===== config.mk =====
export PLATFORM = sky130hd
export DESIGN_NAME = dmth_top
export DESIGN_NICKNAME = d
export VERILOG_FILES = /design/src/dmth_top.v
export VERILOG_INCLUDE_DIRS = /design/src
export SDC_FILE = /design/constraint.sdc
export NUM_CORES = 1
export LEC_CHECK = 0
export ABC_AREA = 1
export BUFFER_PORTS_ARGS = -buffer_cell sky130_fd_sc_hd__buf_2
export CAP_MARGIN = 10
export CORE_MARGIN = 8
export CORE_UTILIZATION = 30
export CTS_CLUSTER_DIAMETER = 120
export DETAILED_ROUTE_END_ITERATION = 7
export MAX_ROUTING_LAYER = met4
export SLEW_MARGIN = 10
export SYNTH_ARGS = -nofsm -noshare
export SYNTH_HDL_FRONTEND = slang
export SYNTH_SLANG_ARGS = --single-unit

===== constraint.sdc =====
create_clock -name pclk -period 7.3 [get_ports pclk]
set_input_delay 0.73 -clock pclk [delete_from_list [all_inputs] [get_ports pclk]]
set_output_delay 0.73 -clock pclk [all_outputs]
set_load 0.02 [all_outputs]

===== src/dmth_map.vh =====
`ifndef DMTH_MAP_VH
`define DMTH_MAP_VH

// ----------------------------------------
// APB register byte offsets
// ----------------------------------------
`define DMTH_OFF_CTRL       8'h00
`define DMTH_OFF_STATUS_SEL 8'h04
`define DMTH_OFF_MON_SEL    8'h08
`define DMTH_OFF_REF_SRC    8'h0C
`define DMTH_OFF_CMD_FREQ   8'h10
`define DMTH_OFF_MAX_FREQ   8'h14
`define DMTH_OFF_FREQ_REF   8'h18
`define DMTH_OFF_VIEW       8'h1C
`define DMTH_OFF_TRIP_NOW   8'h20
`define DMTH_OFF_HIST_CNT   8'h24
`define DMTH_OFF_HIST0      8'h40

// ----------------------------------------
// Reset values and codes
// ----------------------------------------
`define DMTH_RST_STATUS_SEL 5'h00
`define DMTH_RST_MON1       5'h00
`define DMTH_RST_MON2       5'h02
`define DMTH_RST_MON3       5'h03
`define DMTH_RST_MAX_FREQ   16'h1770
`define DMTH_UNIT_HZ        2'h0
`define DMTH_UNIT_AMP       2'h1
`define DMTH_UNIT_OTHER     2'h2
`define DMTH_SEL_FREQ       5'h00
`define DMTH_SEL_SPEED      5'h01
`define DMTH_SEL_CURR       5'h02
`define DMTH_SRC_KEYPAD1    4'h0
`define DMTH_SRC_KEYPAD2    4'h1
`define DMTH_SRC_VIN1       4'h2
`define DMTH_SRC_LAST       4'h9
`define DMTH_HIST_DEPTH     5
`define DMTH_INIT_CYCLES    8'h10
`define DMTH_FREQ_STEP      16'h0001

`endif


===== src/dmth_top.v =====
// Contract
// - Status item shows quantity chosen by its selector, with matching unit.
// - Status item stays valid in every view mode.
// - Factory init sets status selector to frequency.
// - Three monitor line selectors choose the monitor line quantities.
// - Trip while running enters trip view mode and shows trip type.
// - Each trip captures frequency, current and run state snapshot.
// - Trip release restores the view shown before the trip.
// - Simultaneous trips show their count beside the trip type.
// - Enter key toggles pending trip list while several trips pend.
// - History keeps five newest trips, oldest discarded.
// - Reset-caused and power-off low-voltage trips are also recorded.
// - Stop/reset key or terminal input stores trip and restores view.
// - Newest stored trip in slot one; older entries shift deeper.
// - Init command resets all groups or one group to factory values.
// - After init the init selection item is presented again.
// - Reference source selector takes values zero to nine.
// - Keypad-one source uses command frequency, applied on enter key.
// - Keypad-two source steps reference up and down per key press.
// - Reference never exceeds maximum frequency; defaults to zero.
// - Voltage input one unipolar is forward only, bipolar allows reverse.
//
// The APB register port and the register addresses were decided locally.
`timescale 1ns/100ps
`default_nettype none
`include "dmth_map.vh"

module dmth_top
(
  input wire pclk,
  input wire presetn,
  input wire psel,
  input wire penable,
  input wire pwrite,
  input wire [7:0] paddr,
  input wire [31:0] pwdata,
  output reg [31:0] prdata,
  output reg pready,
  output reg pslverr,
  input wire key_enter,
  input wire key_stop_reset,
  input wire key_up,
  input wire key_down,
  input wire term_reset,
  input wire running,
  input wire [7:0] trip_code,
  input wire [3:0] trip_count,
  input wire trip_event,
  input wire [15:0] meas_freq,
  input wire [15:0] meas_curr,
  input wire [15:0] meas_volt,
  input wire [15:0] meas_other,
  input wire [15:0] ext_ref,
  input wire ext_ref_neg,
  output reg [15:0] status_value,
  output reg [1:0] status_unit,
  output reg [15:0] mon_line1,
  output reg [15:0] mon_line2,
  output reg [15:0] mon_line3,
  output reg [2:0] view_mode,
  output reg trip_list_shown,
  output reg [15:0] freq_ref,
  output reg freq_reverse,
  output reg init_busy,
  output reg [7:0] init_group
);

  // ----------------------------------------
  // View modes
  // ----------------------------------------
  localparam [2:0] monitor_view_mode = 3'h0;
  localparam [2:0] parameter_view_mode = 3'h1;
  localparam [2:0] trip_view_mode = 3'h2;
  localparam [2:0] configuration_view_mode = 3'h3;
  localparam [2:0] init_select_mode = 3'h4;

  // ----------------------------------------
  // Input synchronisers
  // ----------------------------------------
  reg [6:0] sy1;
  reg [6:0] sy2;
  reg [6:0] sy3;
  reg [6:0] key_lvl;
  reg [6:0] key_prev;
  wire [6:0] raw_in;
  wire [6:0] key_rise;

  assign raw_in = {trip_event, running, key_enter, key_stop_reset, key_up, key_down, term_reset};

  // Three stages; a level changes only when stages two and three agree
  always @(posedge pclk or negedge presetn)
  begin
    if (!presetn)
    begin
      sy1 <= 7'h00;
      sy2 <= 7'h00;
      sy3 <= 7'h00;
      key_lvl <= 7'h00;
      key_prev <= 7'h00;
    end
    else
    begin
      sy1 <= raw_in;
      sy2 <= sy1;
      sy3 <= sy2;
      key_lvl <= (sy2 & sy3) | (key_lvl & (sy2 | sy3));
      key_prev <= key_lvl;
    end
  end

  assign key_rise = key_lvl & ~key_prev;
  wire ev_trip = key_rise[6];
  wire run_lvl = key_lvl[5];
  wire ev_enter = key_rise[4];
  wire ev_stop = key_rise[3];
  wire ev_up = key_rise[2];
  wire ev_down = key_rise[1];
  wire ev_term = key_rise[0];

  // ----------------------------------------
  // Configuration registers
  // ----------------------------------------
  reg [4:0] status_sel;
  reg [4:0] mon_sel1;
  reg [4:0] mon_sel2;
  reg [4:0] mon_sel3;
  reg [3:0] ref_src;
  reg [15:0] cmd_freq;
  reg [15:0] max_freq;
  reg vin1_bipolar;
  reg hist_pending;
  reg [7:0] init_cnt;

  wire wr = psel & penable & pwrite;
  wire init_done = init_busy && (init_cnt == 8'h00);
  // Start strobe lets the view follow in the same cycle that busy rises
  wire init_start = wr && !init_busy && (paddr == `DMTH_OFF_CTRL) && pwdata[0];

  // Register writes; init restores factory selectors
  always @(posedge pclk or negedge presetn)
  begin
    if (!presetn)
    begin
      status_sel <= `DMTH_RST_STATUS_SEL;
      mon_sel1 <= `DMTH_RST_MON1;
      mon_sel2 <= `DMTH_RST_MON2;
      mon_sel3 <= `DMTH_RST_MON3;
      ref_src <= `DMTH_SRC_KEYPAD1;
      cmd_freq <= 16'h0000;
      max_freq <= `DMTH_RST_MAX_FREQ;
      vin1_bipolar <= 1'b0;
      init_busy <= 1'b0;
      init_group <= 8'h00;
      init_cnt <= 8'h00;
    end
    else
    begin
      if (init_busy)
        init_cnt <= init_cnt - 8'h01;
      if (init_done)
      begin
        init_busy <= 1'b0;
        if (init_group == 8'h00 || init_group == 8'h03)
        begin
          status_sel <= `DMTH_RST_STATUS_SEL;
          mon_sel1 <= `DMTH_RST_MON1;
          mon_sel2 <= `DMTH_RST_MON2;
          mon_sel3 <= `DMTH_RST_MON3;
        end
        if (init_group == 8'h00 || init_group == 8'h01)
        begin
          ref_src <= `DMTH_SRC_KEYPAD1;
          cmd_freq <= 16'h0000;
          max_freq <= `DMTH_RST_MAX_FREQ;
        end
        if (init_group == 8'h00 || init_group == 8'h02)
          vin1_bipolar <= 1'b0;
      end
      else if (wr && !init_busy)
      begin
        case (paddr)
          `DMTH_OFF_CTRL:
          begin
            vin1_bipolar <= pwdata[1];
            if (pwdata[0])
            begin
              init_busy <= 1'b1;
              init_group <= pwdata[15:8];
              init_cnt <= `DMTH_INIT_CYCLES;
            end
          end
          `DMTH_OFF_STATUS_SEL: status_sel <= pwdata[4:0];
          `DMTH_OFF_MON_SEL:
          begin
            mon_sel1 <= pwdata[4:0];
            mon_sel2 <= pwdata[12:8];
            mon_sel3 <= pwdata[20:16];
          end
          `DMTH_OFF_REF_SRC:
            if (pwdata[3:0] <= `DMTH_SRC_LAST)
              ref_src <= pwdata[3:0];
          `DMTH_OFF_CMD_FREQ:
            if (pwdata[15:0] <= max_freq)
              cmd_freq <= pwdata[15:0];
          `DMTH_OFF_MAX_FREQ: max_freq <= pwdata[15:0];
          default: ;
        endcase
      end
    end
  end

  // ----------------------------------------
  // Quantity selection
  // ----------------------------------------
  function [15:0] pick;
    input [4:0] sel;
    input [15:0] f;
    input [15:0] c;
    input [15:0] v;
    input [15:0] o;
    begin
      case (sel)
        5'h00: pick = f;
        5'h01: pick = f;
        5'h02: pick = c;
        5'h03: pick = v;
        default: pick = o;
      endcase
    end
  endfunction

  // Stopped drive shows the reference in place of output frequency
  wire [15:0] shown_freq = run_lvl ? meas_freq : freq_ref;

  // Status item is computed regardless of view mode
  always @(posedge pclk or negedge presetn)
  begin
    if (!presetn)
    begin
      status_value <= 16'h0000;
      status_unit <= `DMTH_UNIT_HZ;
      mon_line1 <= 16'h0000;
      mon_line2 <= 16'h0000;
      mon_line3 <= 16'h0000;
    end
    else
    begin
      status_value <= pick(status_sel, shown_freq, meas_curr, meas_volt, meas_other);
      if (status_sel == `DMTH_SEL_FREQ)
        status_unit <= `DMTH_UNIT_HZ;
      else if (status_sel == `DMTH_SEL_CURR)
        status_unit <= `DMTH_UNIT_AMP;
      else
        status_unit <= `DMTH_UNIT_OTHER;
      mon_line1 <= pick(mon_sel1, shown_freq, meas_curr, meas_volt, meas_other);
      mon_line2 <= pick(mon_sel2, shown_freq, meas_curr, meas_volt, meas_other);
      mon_line3 <= pick(mon_sel3, shown_freq, meas_curr, meas_volt, meas_other);
    end
  end

  // ----------------------------------------
  // Trip view and snapshot
  // ----------------------------------------
  reg [2:0] saved_view;
  reg [7:0] cur_code;
  reg [3:0] cur_count;
  reg [15:0] snap_freq;
  reg [15:0] snap_curr;
  reg snap_run;
  wire release_ev = ev_stop | ev_term;

  // Any trip event is captured; reset- and power-off trips arrive the same way
  always @(posedge pclk or negedge presetn)
  begin
    if (!presetn)
    begin
      view_mode <= monitor_view_mode;
      saved_view <= monitor_view_mode;
      trip_list_shown <= 1'b0;
      cur_code <= 8'h00;
      cur_count <= 4'h0;
      snap_freq <= 16'h0000;
      snap_curr <= 16'h0000;
      snap_run <= 1'b0;
      hist_pending <= 1'b0;
    end
    else
    begin
      hist_pending <= 1'b0;
      if (ev_trip)
      begin
        if (view_mode != trip_view_mode)
          saved_view <= view_mode;
        view_mode <= trip_view_mode;
        cur_code <= trip_code;
        cur_count <= trip_count;
        snap_freq <= meas_freq;
        snap_curr <= meas_curr;
        snap_run <= run_lvl;
        trip_list_shown <= 1'b0;
      end
      else if (view_mode == trip_view_mode && release_ev)
      begin
        hist_pending <= 1'b1;
        view_mode <= saved_view;
        trip_list_shown <= 1'b0;
      end
      else if (view_mode == trip_view_mode && ev_enter && cur_count > 4'h1)
        trip_list_shown <= ~trip_list_shown;
      else if (init_start || init_busy)
        view_mode <= init_select_mode;
    end
  end

  // ----------------------------------------
  // Trip history
  // ----------------------------------------
  // Entry: {run, count, code, curr, freq}
  reg [44:0] hist [0:`DMTH_HIST_DEPTH-1];
  reg [2:0] hist_cnt;
  integer i;

  // No reset on the history so it models non-volatile storage
  always @(posedge pclk)
  begin
    if (hist_pending)
    begin
      for (i = `DMTH_HIST_DEPTH - 1; i > 0; i = i - 1)
        hist[i] <= hist[i-1];
      hist[0] <= {snap_run, cur_count, cur_code, snap_curr, snap_freq};
    end
  end

  // Fill count saturates at depth; oldest falls off the end
  always @(posedge pclk or negedge presetn)
  begin
    if (!presetn)
      hist_cnt <= 3'h0;
    else if (hist_pending && hist_cnt < `DMTH_HIST_DEPTH)
      hist_cnt <= hist_cnt + 3'h1;
  end

  // ----------------------------------------
  // Frequency reference
  // ----------------------------------------
  reg [15:0] next_freq_ref;
  reg next_reverse;

  // Source select with clamp to the maximum
  always @*
  begin
    next_freq_ref = freq_ref;
    next_reverse = 1'b0;
    case (ref_src)
      `DMTH_SRC_KEYPAD1:
        if (ev_enter && view_mode != trip_view_mode)
          next_freq_ref = cmd_freq;
      `DMTH_SRC_KEYPAD2:
      begin
        if (ev_up && freq_ref < max_freq)
          next_freq_ref = freq_ref + `DMTH_FREQ_STEP;
        else if (ev_down && freq_ref != 16'h0000)
          next_freq_ref = freq_ref - `DMTH_FREQ_STEP;
      end
      `DMTH_SRC_VIN1:
      begin
        next_freq_ref = ext_ref;
        next_reverse = vin1_bipolar & ext_ref_neg;
      end
      default: next_freq_ref = ext_ref;
    endcase
    if (next_freq_ref > max_freq)
      next_freq_ref = max_freq;
  end

  always @(posedge pclk or negedge presetn)
  begin
    if (!presetn)
    begin
      freq_ref <= 16'h0000;
      freq_reverse <= 1'b0;
    end
    else
    begin
      freq_ref <= next_freq_ref;
      freq_reverse <= next_reverse;
    end
  end

  // ----------------------------------------
  // APB slave: zero wait states
  // ----------------------------------------
  reg [31:0] rd_mux;
  reg rd_err;
  wire [7:0] hoff = paddr - `DMTH_OFF_HIST0;

  // Read decode; unmapped answers error and zero
  always @*
  begin
    rd_mux = 32'h00000000;
    rd_err = 1'b0;
    case (paddr)
      `DMTH_OFF_CTRL: rd_mux = {16'h0000, init_group, 6'h00, vin1_bipolar, init_busy};
      `DMTH_OFF_STATUS_SEL: rd_mux = {27'h0000000, status_sel};
      `DMTH_OFF_MON_SEL: rd_mux = {11'h000, mon_sel3, 3'h0, mon_sel2, 3'h0, mon_sel1};
      `DMTH_OFF_REF_SRC: rd_mux = {28'h0000000, ref_src};
      `DMTH_OFF_CMD_FREQ: rd_mux = {16'h0000, cmd_freq};
      `DMTH_OFF_MAX_FREQ: rd_mux = {16'h0000, max_freq};
      `DMTH_OFF_FREQ_REF: rd_mux = {15'h0000, freq_reverse, freq_ref};
      `DMTH_OFF_VIEW: rd_mux = {28'h0000000, trip_list_shown, view_mode};
      `DMTH_OFF_TRIP_NOW: rd_mux = {19'h00000, snap_run, cur_count, cur_code};
      `DMTH_OFF_HIST_CNT: rd_mux = {29'h00000000, hist_cnt};
      default:
      begin
        if (paddr >= `DMTH_OFF_HIST0 && hoff < 8'h28 && hoff[1:0] == 2'b00)
        begin
          if (hoff[2])
            rd_mux = {19'h00000, hist[hoff[5:3]][44:32]};
          else
            rd_mux = hist[hoff[5:3]][31:0];
        end
        else
          rd_err = 1'b1;
      end
    endcase
  end

  // Answer in the first access cycle
  always @(posedge pclk or negedge presetn)
  begin
    if (!presetn)
    begin
      prdata <= 32'h00000000;
      pready <= 1'b0;
      pslverr <= 1'b0;
    end
    else
    begin
      pready <= psel & ~penable;
      pslverr <= psel & ~penable & rd_err;
      if (psel && !penable && !pwrite)
        prdata <= rd_mux;
    end
  end

endmodule
`default_nettype wire


# Yosys cells after proc, flatten, opt, wreduce, memory -nomap -nowiden
# Memories as Yosys holds them, arrays and structs flattened.
# Cells that the tools add are included.
# classes
add_sub_neg,5
multipliers,0
div_mod_pow,0
n_lt_le_gt_ge,8
n_eq_ne,32
shift,0
n_mux,71
n_bitwise,15
n_reduce_logical,59
# ops
cell,count
$pmux 32 s10,1
$mux 16,14
$pmux 16 s3,4
$mux 5,15
$mux 32,2
$eq 5x2->1 const B,8
$mux 8,5
$eq 8x5->1 const B,4
$pmux 16 s2,1
$logic_not 8->1,3
$and 7x7->7,3
$eq 5x1->1 const B,4
$logic_not 5->1,4
$mux 4,5
$reduce_bool 2->1,10
$mux 1,18
$add 16x1->16 const B,1
$eq 8x2->1 const B,2
$eq 8x4->1 const B,2
$eq 8x6->1 const B,2
$gt 16x16->1,1
$le 16x16->1,1
$lt 16x16->1,1
$reduce_bool 16->1,1
35 further kinds,78
# word_totals
regBits,282
latch_bits,0
ramBits,225
rom_bits,0
in_bits,145
elab_cells,227
mem_count,1
# mem_list
name,depth,word_bits,read_ports,rd_clocked_by_memory_dff,write_ports,line,source
hist,5,45,5,0,5,dmth_top.v:319,reg [44:0] hist [0:`DMTH_HIST_DEPTH-1];

# Longest topological paths before layout
# Gate-level depths: netlist (run 1).
# depth
ltp_word,10
ltp_mapped,27
ltp_nobuf,26

# Least setup slack after synthesis (run 1)
# No wires, ideal clock.
# synth_path
kind,reg-to-reg
from,register hist_pending
to,register hist_cnt[0]
arrival_ns,5.781
required_ns,7.143
setup_slack_ns,1.362
stages_incl_launch_ff,3
path_cell_list,dfrtp_1 -> nand2_1 -> xor2_1
# synth_between
elab_chain_cells,1
# synth_rtl
element,line,source
"start, declared",dmth_top.v:131,reg hist_pending;
"start signal, assigned",dmth_top.v:285,hist_pending <= 1'b0;
"start signal, assigned",dmth_top.v:289,hist_pending <= 1'b0;
"start signal, assigned",dmth_top.v:304,hist_pending <= 1'b1;
$logic_and 1x1->1 (no source line),--,
"end signal, assigned",dmth_top.v:340,hist_cnt <= hist_cnt + 3'h1;
"end, declared",dmth_top.v:320,reg [2:0] hist_cnt;
# No other way between the ends.
# A chain may end at the register's enable or synchronous reset.

# Final worst setup path (run 1)
# layout_path
from,register freq_ref[11]
to,register freq_ref[7]
# layout_between
elab_chain_cells,7
word_cells_on_any_way,12
classes_between,add/sub: 2; order compare: 2; mux: 5; reduce/logical: 3
# layout_rtl
element,line,source
"start, declared",dmth_top.v:62,"output reg [15:0] freq_ref,"
"start signal, assigned",dmth_top.v:385,freq_ref <= next_freq_ref;
"parallel branches: the longest is 4 deep, another holds $sub 16x1->16",--,
$pmux 16 s2 *,dmth_top.v:354,case (ref_src)
$gt 16x16->1,dmth_top.v:372,if (next_freq_ref > max_freq)
$mux 16 *,dmth_top.v:372,
via next_freq_ref[7],dmth_top.v:346,reg [15:0] next_freq_ref;
# Mark *: on every way through the listed nets, which the timed path passes.

==> results of run 1 <==
==> flip-flops by register name, indices dropped and copies added, names as in the netlist, 8 cells and up <==
signal and flops:
mon_line2 16, cur_code 8, cmd_freq 16, freq_ref 16, status_value 16, max_freq 16, mon_line1 16, init_cnt 8
snap_freq 16, hist 225, prdata 32, snap_curr 16, init_group 8, mon_line3 16
==> layer usage <==
layer  routed length, um  vias up  GRT usage, %
li1                    -     9122             -
met1               36900     9521          25.4
met2               38200      892          28.7
met3                7300      155          3.95
met4                2280        0          5.27
met5                   0        -             -
==> cell families after synthesis <==
logic type                 count (synthesis)  synth area share (%)
AOI/OAI and AO/OA                        486                  12.6
and+or+nand+nor                         1150                  20.3
buffers and inverters                    305                  5.30
adders and majority gates                 59                  3.02
xor gates and xnor gates                  24                 0.882
DFF                                      506                  57.9
==> cell type report <==
type / count / area share, %
sequential: 506 / 48.9
multi-input combinational: 1719 / 31.3
clock buffer: 75 / 5.58
timing repair buffer: 277 / 5.16
tap: 1050 / 4.66
inverter: 195 / 2.61
clock inverter: 27 / 1.59
antenna: 15 / 0.133
==> cells in the mapped netlist, drive strengths merged (2+ instances only) <==
cell	n	area share [%]
a211oi	2	0.063
a21boi	13	0.41
a21oi	117	2.5
a22o	11	0.40
a22oi	10	0.31
a2bb2oi	3	0.11
a31oi	4	0.10
a32oi	48	1.8
buf	45	1.2
clkbuf	65	1.0
clkinv	2	0.032
dfrtp	271	28
dfstp	10	1.1
edfxtp	225	28
ha	52	2.7
inv	193	3.1
maj3	7	0.29
nand2	766	12
nand3	163	3.5
nand4	9	0.26
nor2	168	3.0
nor3	19	0.51
nor3b	2	0.063
nor4	3	0.10
o2111ai	20	0.73
o211ai	18	0.57
o21a	3	0.094
o21ai	183	3.9
o221ai	19	0.70
o22ai	25	0.66
o311ai	2	0.074
o31ai	3	0.094
or2	18	0.48
xor2	23	0.85
==> power breakdown <==
part           switching (W)  internal, W
clock network        0.00122      0.00187
logic               0.000672     0.000278
registers           0.000173      0.00316
==> through the flow <==
| stage | total power [W] | std cells | instance area, sq um | hold slack, ps | worst slack (ps) |
|---|---|---|---|---|---|
| floorplan | 0.00390 | 2530 | 23800 | 331 | 1360 |
| global placement | 0.00433 | 3747 | 26100 | 333 | 2390 |
| detailed placement | 0.00434 | 3747 | 26100 | 335 | 2390 |
| CTS | 0.00743 | 3849 | 28200 | 126 | 2370 |
| global route | 0.00765 | 3864 | 28200 | 145 | 1940 |
| finish | 0.00738 | 3864 | 28200 | 113 | 2390 |
==> how the worst min path moves through the flow <==
stage	slack [ps]	cells past startpoint	start	endpoint
floorplan	330	0	sy1[0]	sy2[0]
global placement	330	0	sy1[6]	sy2[6]
global route	150	1	presetn	prdata[21]
finish	110	1	presetn	prdata[29]
CTS	130	1	presetn	prdata[29]
detailed placement	330	0	sy1[2]	sy2[2]
==> impl_summary.log, run 1 <==
[metrics] required time of the worst setup path: 7830 ps
[metrics] most common library cell in the layout ignoring fill and taps: nand2_1
[metrics] slowest stage cell, crit path: inv_1
[metrics] clock tree from TritonCTS: built
[metrics] Longest Clk Path Bufs: 3
[metrics] unrepaired setup endpoints after global routing: no
[metrics] Reg2Reg Capture Point: freq_ref[7]
[metrics] Highest Clock Rate: 0.204 GHz
[metrics] # fillers: 8062
[metrics] maximum number of pins on one net before global-route repair: 183
[metrics] number of port buffers: 263
[metrics] count of instances resized after the clock tree is built: 0
[metrics] layout overhead on the synthesized area: 18.3%
[metrics] first-iteration detailed-routing DRC count: 2309
[metrics] stages on the worst setup path: 21
[metrics] number of warnings issued by yosys: 0
[metrics] antenna violations before repair: 19
[metrics] combined flip-flop and latch cell area: 0.0138 sq mm
[metrics] cells traversed along the worst timing path: ha_1 > nand2_1 > o21ai_0 > nand2_1 > nand2_1 > clkinv_1 > nand2_2 > nand2_1 > nand3_1 > a21boi_0 > ha_1 > nand2_1 > o21ai_0 > nand2_1 > o211ai_1 > nand2_1 > nand3_1 > nand2_1 > inv_1 > nand2_1 > nand2_1
[metrics] Overflow after GRT: 0
[metrics] Root Buffer Master: clkbuf_16
[metrics] dominant delay contributor by cell family on the critical path: simple AND/OR/NAND/NOR gates
[metrics] site row count: 103
[metrics] post-CTS clock slew at the launch and capture registers of the worst setup and hold paths: 60 ps
[metrics] status: complete, no violations
[metrics] nets@finish: 2950
[metrics] data arrival at the endpoint of the critical path: 5440 ps
[metrics] number of vias per cell: 5.10
[metrics] Die ar.: 0.0887 sq mm
[metrics] number of primary I/O pins: 275
[metrics] r2r setup slk: 2390 ps
[metrics] transition time at the pin with the least slew margin: 1170 ps
[metrics] Top FF cell, synth: dfrtp_1
[metrics] sequential cell area fraction in the yosys report: 57.9%
[metrics] pwr/cell area: 262 mW/mm^2
[metrics] total negative setup slack: 0 ps
[metrics] DP HPWL: 59500 um
[metrics] post-layout min period: 4910 ps
[metrics] detailed-routing iteration count for the pre-antenna-repair pass: 6
[metrics] number of instances in the synthesized netlist: 2530
[metrics] buffers and inverters on the worst path: 2
[metrics] effective utilization at floorplan: 30.2%
[metrics] capturing instance or port of the critical path: freq_ref[7]
[metrics] leading cell types in the layout, fill and taps excluded: 749 x nand2_1, 270 x dfrtp_1, 262 x buf_2
[metrics] CTS Buf Count: 54
[metrics] cell repeated most along the worst path: nand2_1
[metrics] Synth cell types: 64
[metrics] Avg Inst Size Synth: 9.42 sq um
[metrics] Syn Nets: 2727
[metrics] H-Tree Depth: 2
[metrics] via count of the first global-routing pass: 19.0k
[metrics] via count of the routed design: 19.7k
[metrics] number of register bits inferred by synthesis: 506
[metrics] sort of element at the end of the critical path: flip-flop
[metrics] Die W: 298 um
[metrics] period utilization: 67.3%
[metrics] kind of start point of the critical path: flip-flop
[metrics] Worst R2R Path Depth: 21
[metrics] multi-input logic area: 0.00884 sq mm
[metrics] core region area: 0.0789 sq mm
[metrics] Finish-stage setup viols: 0
[metrics] Slew headroom: 22.1%
[metrics] hold-fix buffer count after cts: 0
[metrics] max cap viols: 0
[metrics] share of synthesized flip-flops with an asynchronous set or reset: 55.5%
[metrics] die outline height: 298 um
[metrics] insertion delay of the later-clocked pin in the worst-skew pair: 640 ps
[metrics] last weighted congestion value of the routability-driven placer: 0.938
[metrics] maximum VDD drop: 0.000190 V
[metrics] final core utilization: 35.8%
[metrics] Hold Crit Class: in -> async
[metrics] wire length of the first global-routing pass: 125000 um
[metrics] wire per inst: 21.9 um
[metrics] type of the worst setup path: reg -> reg
[metrics] Worst Skew: 44.2 ps
[metrics] final hold violation count: 0
[metrics] share of final-layout standard cells stronger than drive strength 1: 16.5%
[metrics] drt total wl: 84700 um
[metrics] reg-to-reg critical path startpoint: freq_ref[11]
[metrics] largest stage delay on the critical path: 630 ps
[metrics] clk sinks: 506
[metrics] post-CTS setup buffer count: 0
[metrics] overall track demand over capacity in global routing: 18.9%
[metrics] Pleak: 12.2 nW
[metrics] residual DRC count: 0
[metrics] source of the critical timing path: freq_ref[11]
[metrics] antenna violation net count after detailed routing: 0
[metrics] Post-Synthesis Cell Area: 0.0238 sq mm
[metrics] Pins Over Slew Limit: 0
[metrics] largest driver fanout on the critical path: 18
[metrics] number of flops mapped to enable cells by yosys: 225
No activity file was read; power rests on OpenSTA's default activity.
==> inputs of run 2 (changes only) <==
Clock period 7.3 ns to 5 ns, I/O delays scaled along.
==> run 2 against run 1 <==
Effect of this change: die area stayed put; sequential cell count stayed put; routed wire length is 0.55% lower; cell count is 1.2% higher; global-route usage is 0.12 points lower; maximum frequency is 15% higher; hold slack worse by 47 ps; core utilization is 0.27 points higher; sequential power is 44% higher; cell area is 0.75% higher; highest routed layer unchanged.
==> impl_summary.log, run 2 (synthesis gave the netlist of run 1 again) <==
[metrics] detailed-routing iteration count for the pre-antenna-repair pass: 6 (unchanged)
[metrics] period utilization: 85.4% (+18 points)
[metrics] post-layout min period: 4270 ps (-639 ps)
[metrics] maximum VDD drop: 0.000256 V (+35%)
[metrics] clk sinks: 506 (unchanged)
[metrics] Overflow after GRT: 0 (unchanged)
[metrics] required time of the worst setup path: 5540 ps (-2290 ps)
[metrics] Pins Over Slew Limit: 0 (unchanged)
[metrics] flip-flop count of the largest register after layout: 225 (unchanged)
[metrics] post-CTS clock slew at the launch and capture registers of the worst setup and hold paths: 60 ps (about the same)
[metrics] Hold Crit Class: in -> reg
[metrics] drt total wl: 84200 um (-0.55%)
[metrics] wire length of the first global-routing pass: 124000 um (-0.58%)
[metrics] maximum number of pins on one net before global-route repair: 109 (-40%)
[metrics] Worst Skew: 41.7 ps (-2.41 ps)
[metrics] final hold violation count: 0 (unchanged)
[metrics] effective utilization at floorplan: 30.2% (unchanged)
[metrics] nets@finish: 2984 (+1.2%)
[metrics] CTS Buf Count: 54 (unchanged)
[metrics] Highest Clock Rate: 0.234 GHz (+15%)
[metrics] sort of element at the end of the critical path: flip-flop
[metrics] Die W: 298 um (unchanged)
[metrics] last weighted congestion value of the routability-driven placer: 0.932 (-0.66%)
[metrics] number of port buffers: 263 (unchanged)
[metrics] share of final-layout standard cells stronger than drive strength 1: 17.2% (+0.72 points)
[metrics] placed insts: 3773 (+0.69%)
[metrics] clock tree from TritonCTS: built
[metrics] number of vias per cell: 5.09 (-0.15%)
[metrics] Top Registers: hist (225), prdata (32)
[metrics] number of non-filler instances in the completed layout: 3909 (+1.2%)
[metrics] antenna violation net count after detailed routing: 0 (unchanged)
[metrics] Pleak: 12.3 nW (+1.1%)
[metrics] core region area: 0.0789 sq mm (unchanged)
[metrics] # fillers: 8043 (-0.24%)
[metrics] H-Tree Depth: 2 (unchanged)
[metrics] data arrival at the endpoint of the critical path: 4810 ps (-630 ps)
[metrics] most flop-heavy register: hist
[metrics] total negative setup slack: 0 ps (unchanged)
[metrics] Finish-stage setup viols: 0 (unchanged)
[metrics] via count of the first global-routing pass: 19.0k (+0.25%)
[metrics] overall track demand over capacity in global routing: 18.7% (-0.12 points)
[metrics] largest driver fanout on the critical path: 17 (-1)
[metrics] via count of the routed design: 19.9k (+1.0%)
[metrics] pwr/cell area: 372 mW/mm^2 (+42%)
[metrics] residual DRC count: 0 (unchanged)
[metrics] DP HPWL: 60100 um (+1.0%)
[metrics] cells traversed along the worst timing path: inv_1 > ha_1 > nand2_1 > nor4_1 > nand2_2 > nand2_2 > nand2_1 > nand3_1 > a21boi_0 > ha_1 > nand2_1 > o21ai_0 > nand2_1 > o211ai_1 > nand2_1 > nand3_1 > nand2_1 > inv_1 > nand2_1 > nand2_1
[metrics] Slew headroom: 29.9% (+7.8 points)
[metrics] layout overhead on the synthesized area: 19.2%
[metrics] insertion delay of the later-clocked pin in the worst-skew pair: 640 ps (about the same)
[metrics] Root Buffer Master: clkbuf_16
[metrics] slowest stage cell, crit path: nor4_1
[metrics] unrepaired setup endpoints after global routing: no
[metrics] buffers and inverters on the worst path: 2 (unchanged)
[metrics] max cap viols: 0 (unchanged)
[metrics] most common library cell in the layout ignoring fill and taps: nand2_1
[metrics] Longest Clk Path Bufs: 3 (unchanged)
[metrics] largest stage delay on the critical path: 520 ps (-110 ps)
[metrics] transition time at the pin with the least slew margin: 1050 ps (-119 ps)
[metrics] wire per inst: 21.6 um (-1.7%)
[metrics] antenna violations before repair: 28 (+9)
[metrics] final core utilization: 36.0% (+0.27 points)
[metrics] dominant delay contributor by cell family on the critical path: simple AND/OR/NAND/NOR gates
[metrics] site row count: 103 (unchanged)
[metrics] number of primary I/O pins: 275 (unchanged)
[metrics] post-layout power: 0.0106 W (+43%)
[metrics] Die ar.: 0.0887 sq mm (unchanged)
[metrics] leading cell types in the layout, fill and taps excluded: 749 x nand2_1, 270 x dfrtp_1, 262 x buf_2
[metrics] die outline height: 298 um (unchanged)
[metrics] kind of start point of the critical path: flip-flop
[metrics] first-iteration detailed-routing DRC count: 2293 (-0.69%)
[metrics] cell repeated most along the worst path: nand2_1
[metrics] status: complete, no violations
[metrics] type of the worst setup path: reg -> reg
run 2: cell count changes in the layout (fill, tap and decap cells not counted), moves of 2 or more:
cell and change:
clkinv_2 +6, diode_2 +11, nor2_1 +3, dlygate4sd3_1 +8, bufinv_16 -5, buf_4 +25
nor2_2 -3, clkinv_1 -2, clkinv_4 +2
run 2: power by group:
group | switching [W] | internal [W]
Sequential | 0.000185 | 0.00462
Clock | 0.00177 | 0.00251
Combinational | 0.00105 | 0.000437
Total | 0.00301 | 0.00757
run 2: timing repair:
action	CTS	global route
hold buffers	8	0
setup buffers	0	0
endpoints found under the setup margin	0	0
hold endpoints to repair	70	0
resized for setup	0	0
run 2: metal layers:
layer / vias up / global-route usage, % / routed length [um]
met5: - / - / 0
li1: 9201 / - / -
met1: 9641 / 25.1 / 36500
met3: 156 / 4.10 / 7270
met2: 892 / 28.1 / 37700
met4: 0 / 6.25 / 2750
run 2: layout make-up:
class,count,area (sq um),share of cell area (%)
multi-input cells,1719,8830,31.1
flip-flops and latches,506,13800,48.6
clock buffers,75,1590,5.61
well taps,1050,1310,4.62
inverters,195,737,2.59
diodes,26,65.1,0.229
repair buffers,311,1740,6.14
clock inverters,27,330,1.16
run 2: stage by stage:
step / setup slack (ps) / cell area [sq um] / hold WS [ps]
floorplan: 1420 / 23800 / 204
global placement: 748 / 26300 / 339
detailed placement: 769 / 26300 / 337
CTS: 745 / 28400 / 29.7
global route: 356 / 28400 / 52.6
finish: 729 / 28400 / 65.9
run 2: path summary, 6_finish.rpt:
path | depth (start not counted) | from | slack [ps] | to
setup / recovery | 20 | max_freq[15] | 730 | freq_ref[2]
hold / removal | 2 | penable | 70 | pready
setup reg to reg | 20 | max_freq[15] | 730 | freq_ref[2]
hold reg to reg | 0 | sy1[3] | 350 | sy2[3]
max in group asynchronous | 3 | presetn | 3490 | hist_pending
min in group asynchronous | 2 | presetn | 410 | mon_line2[6]
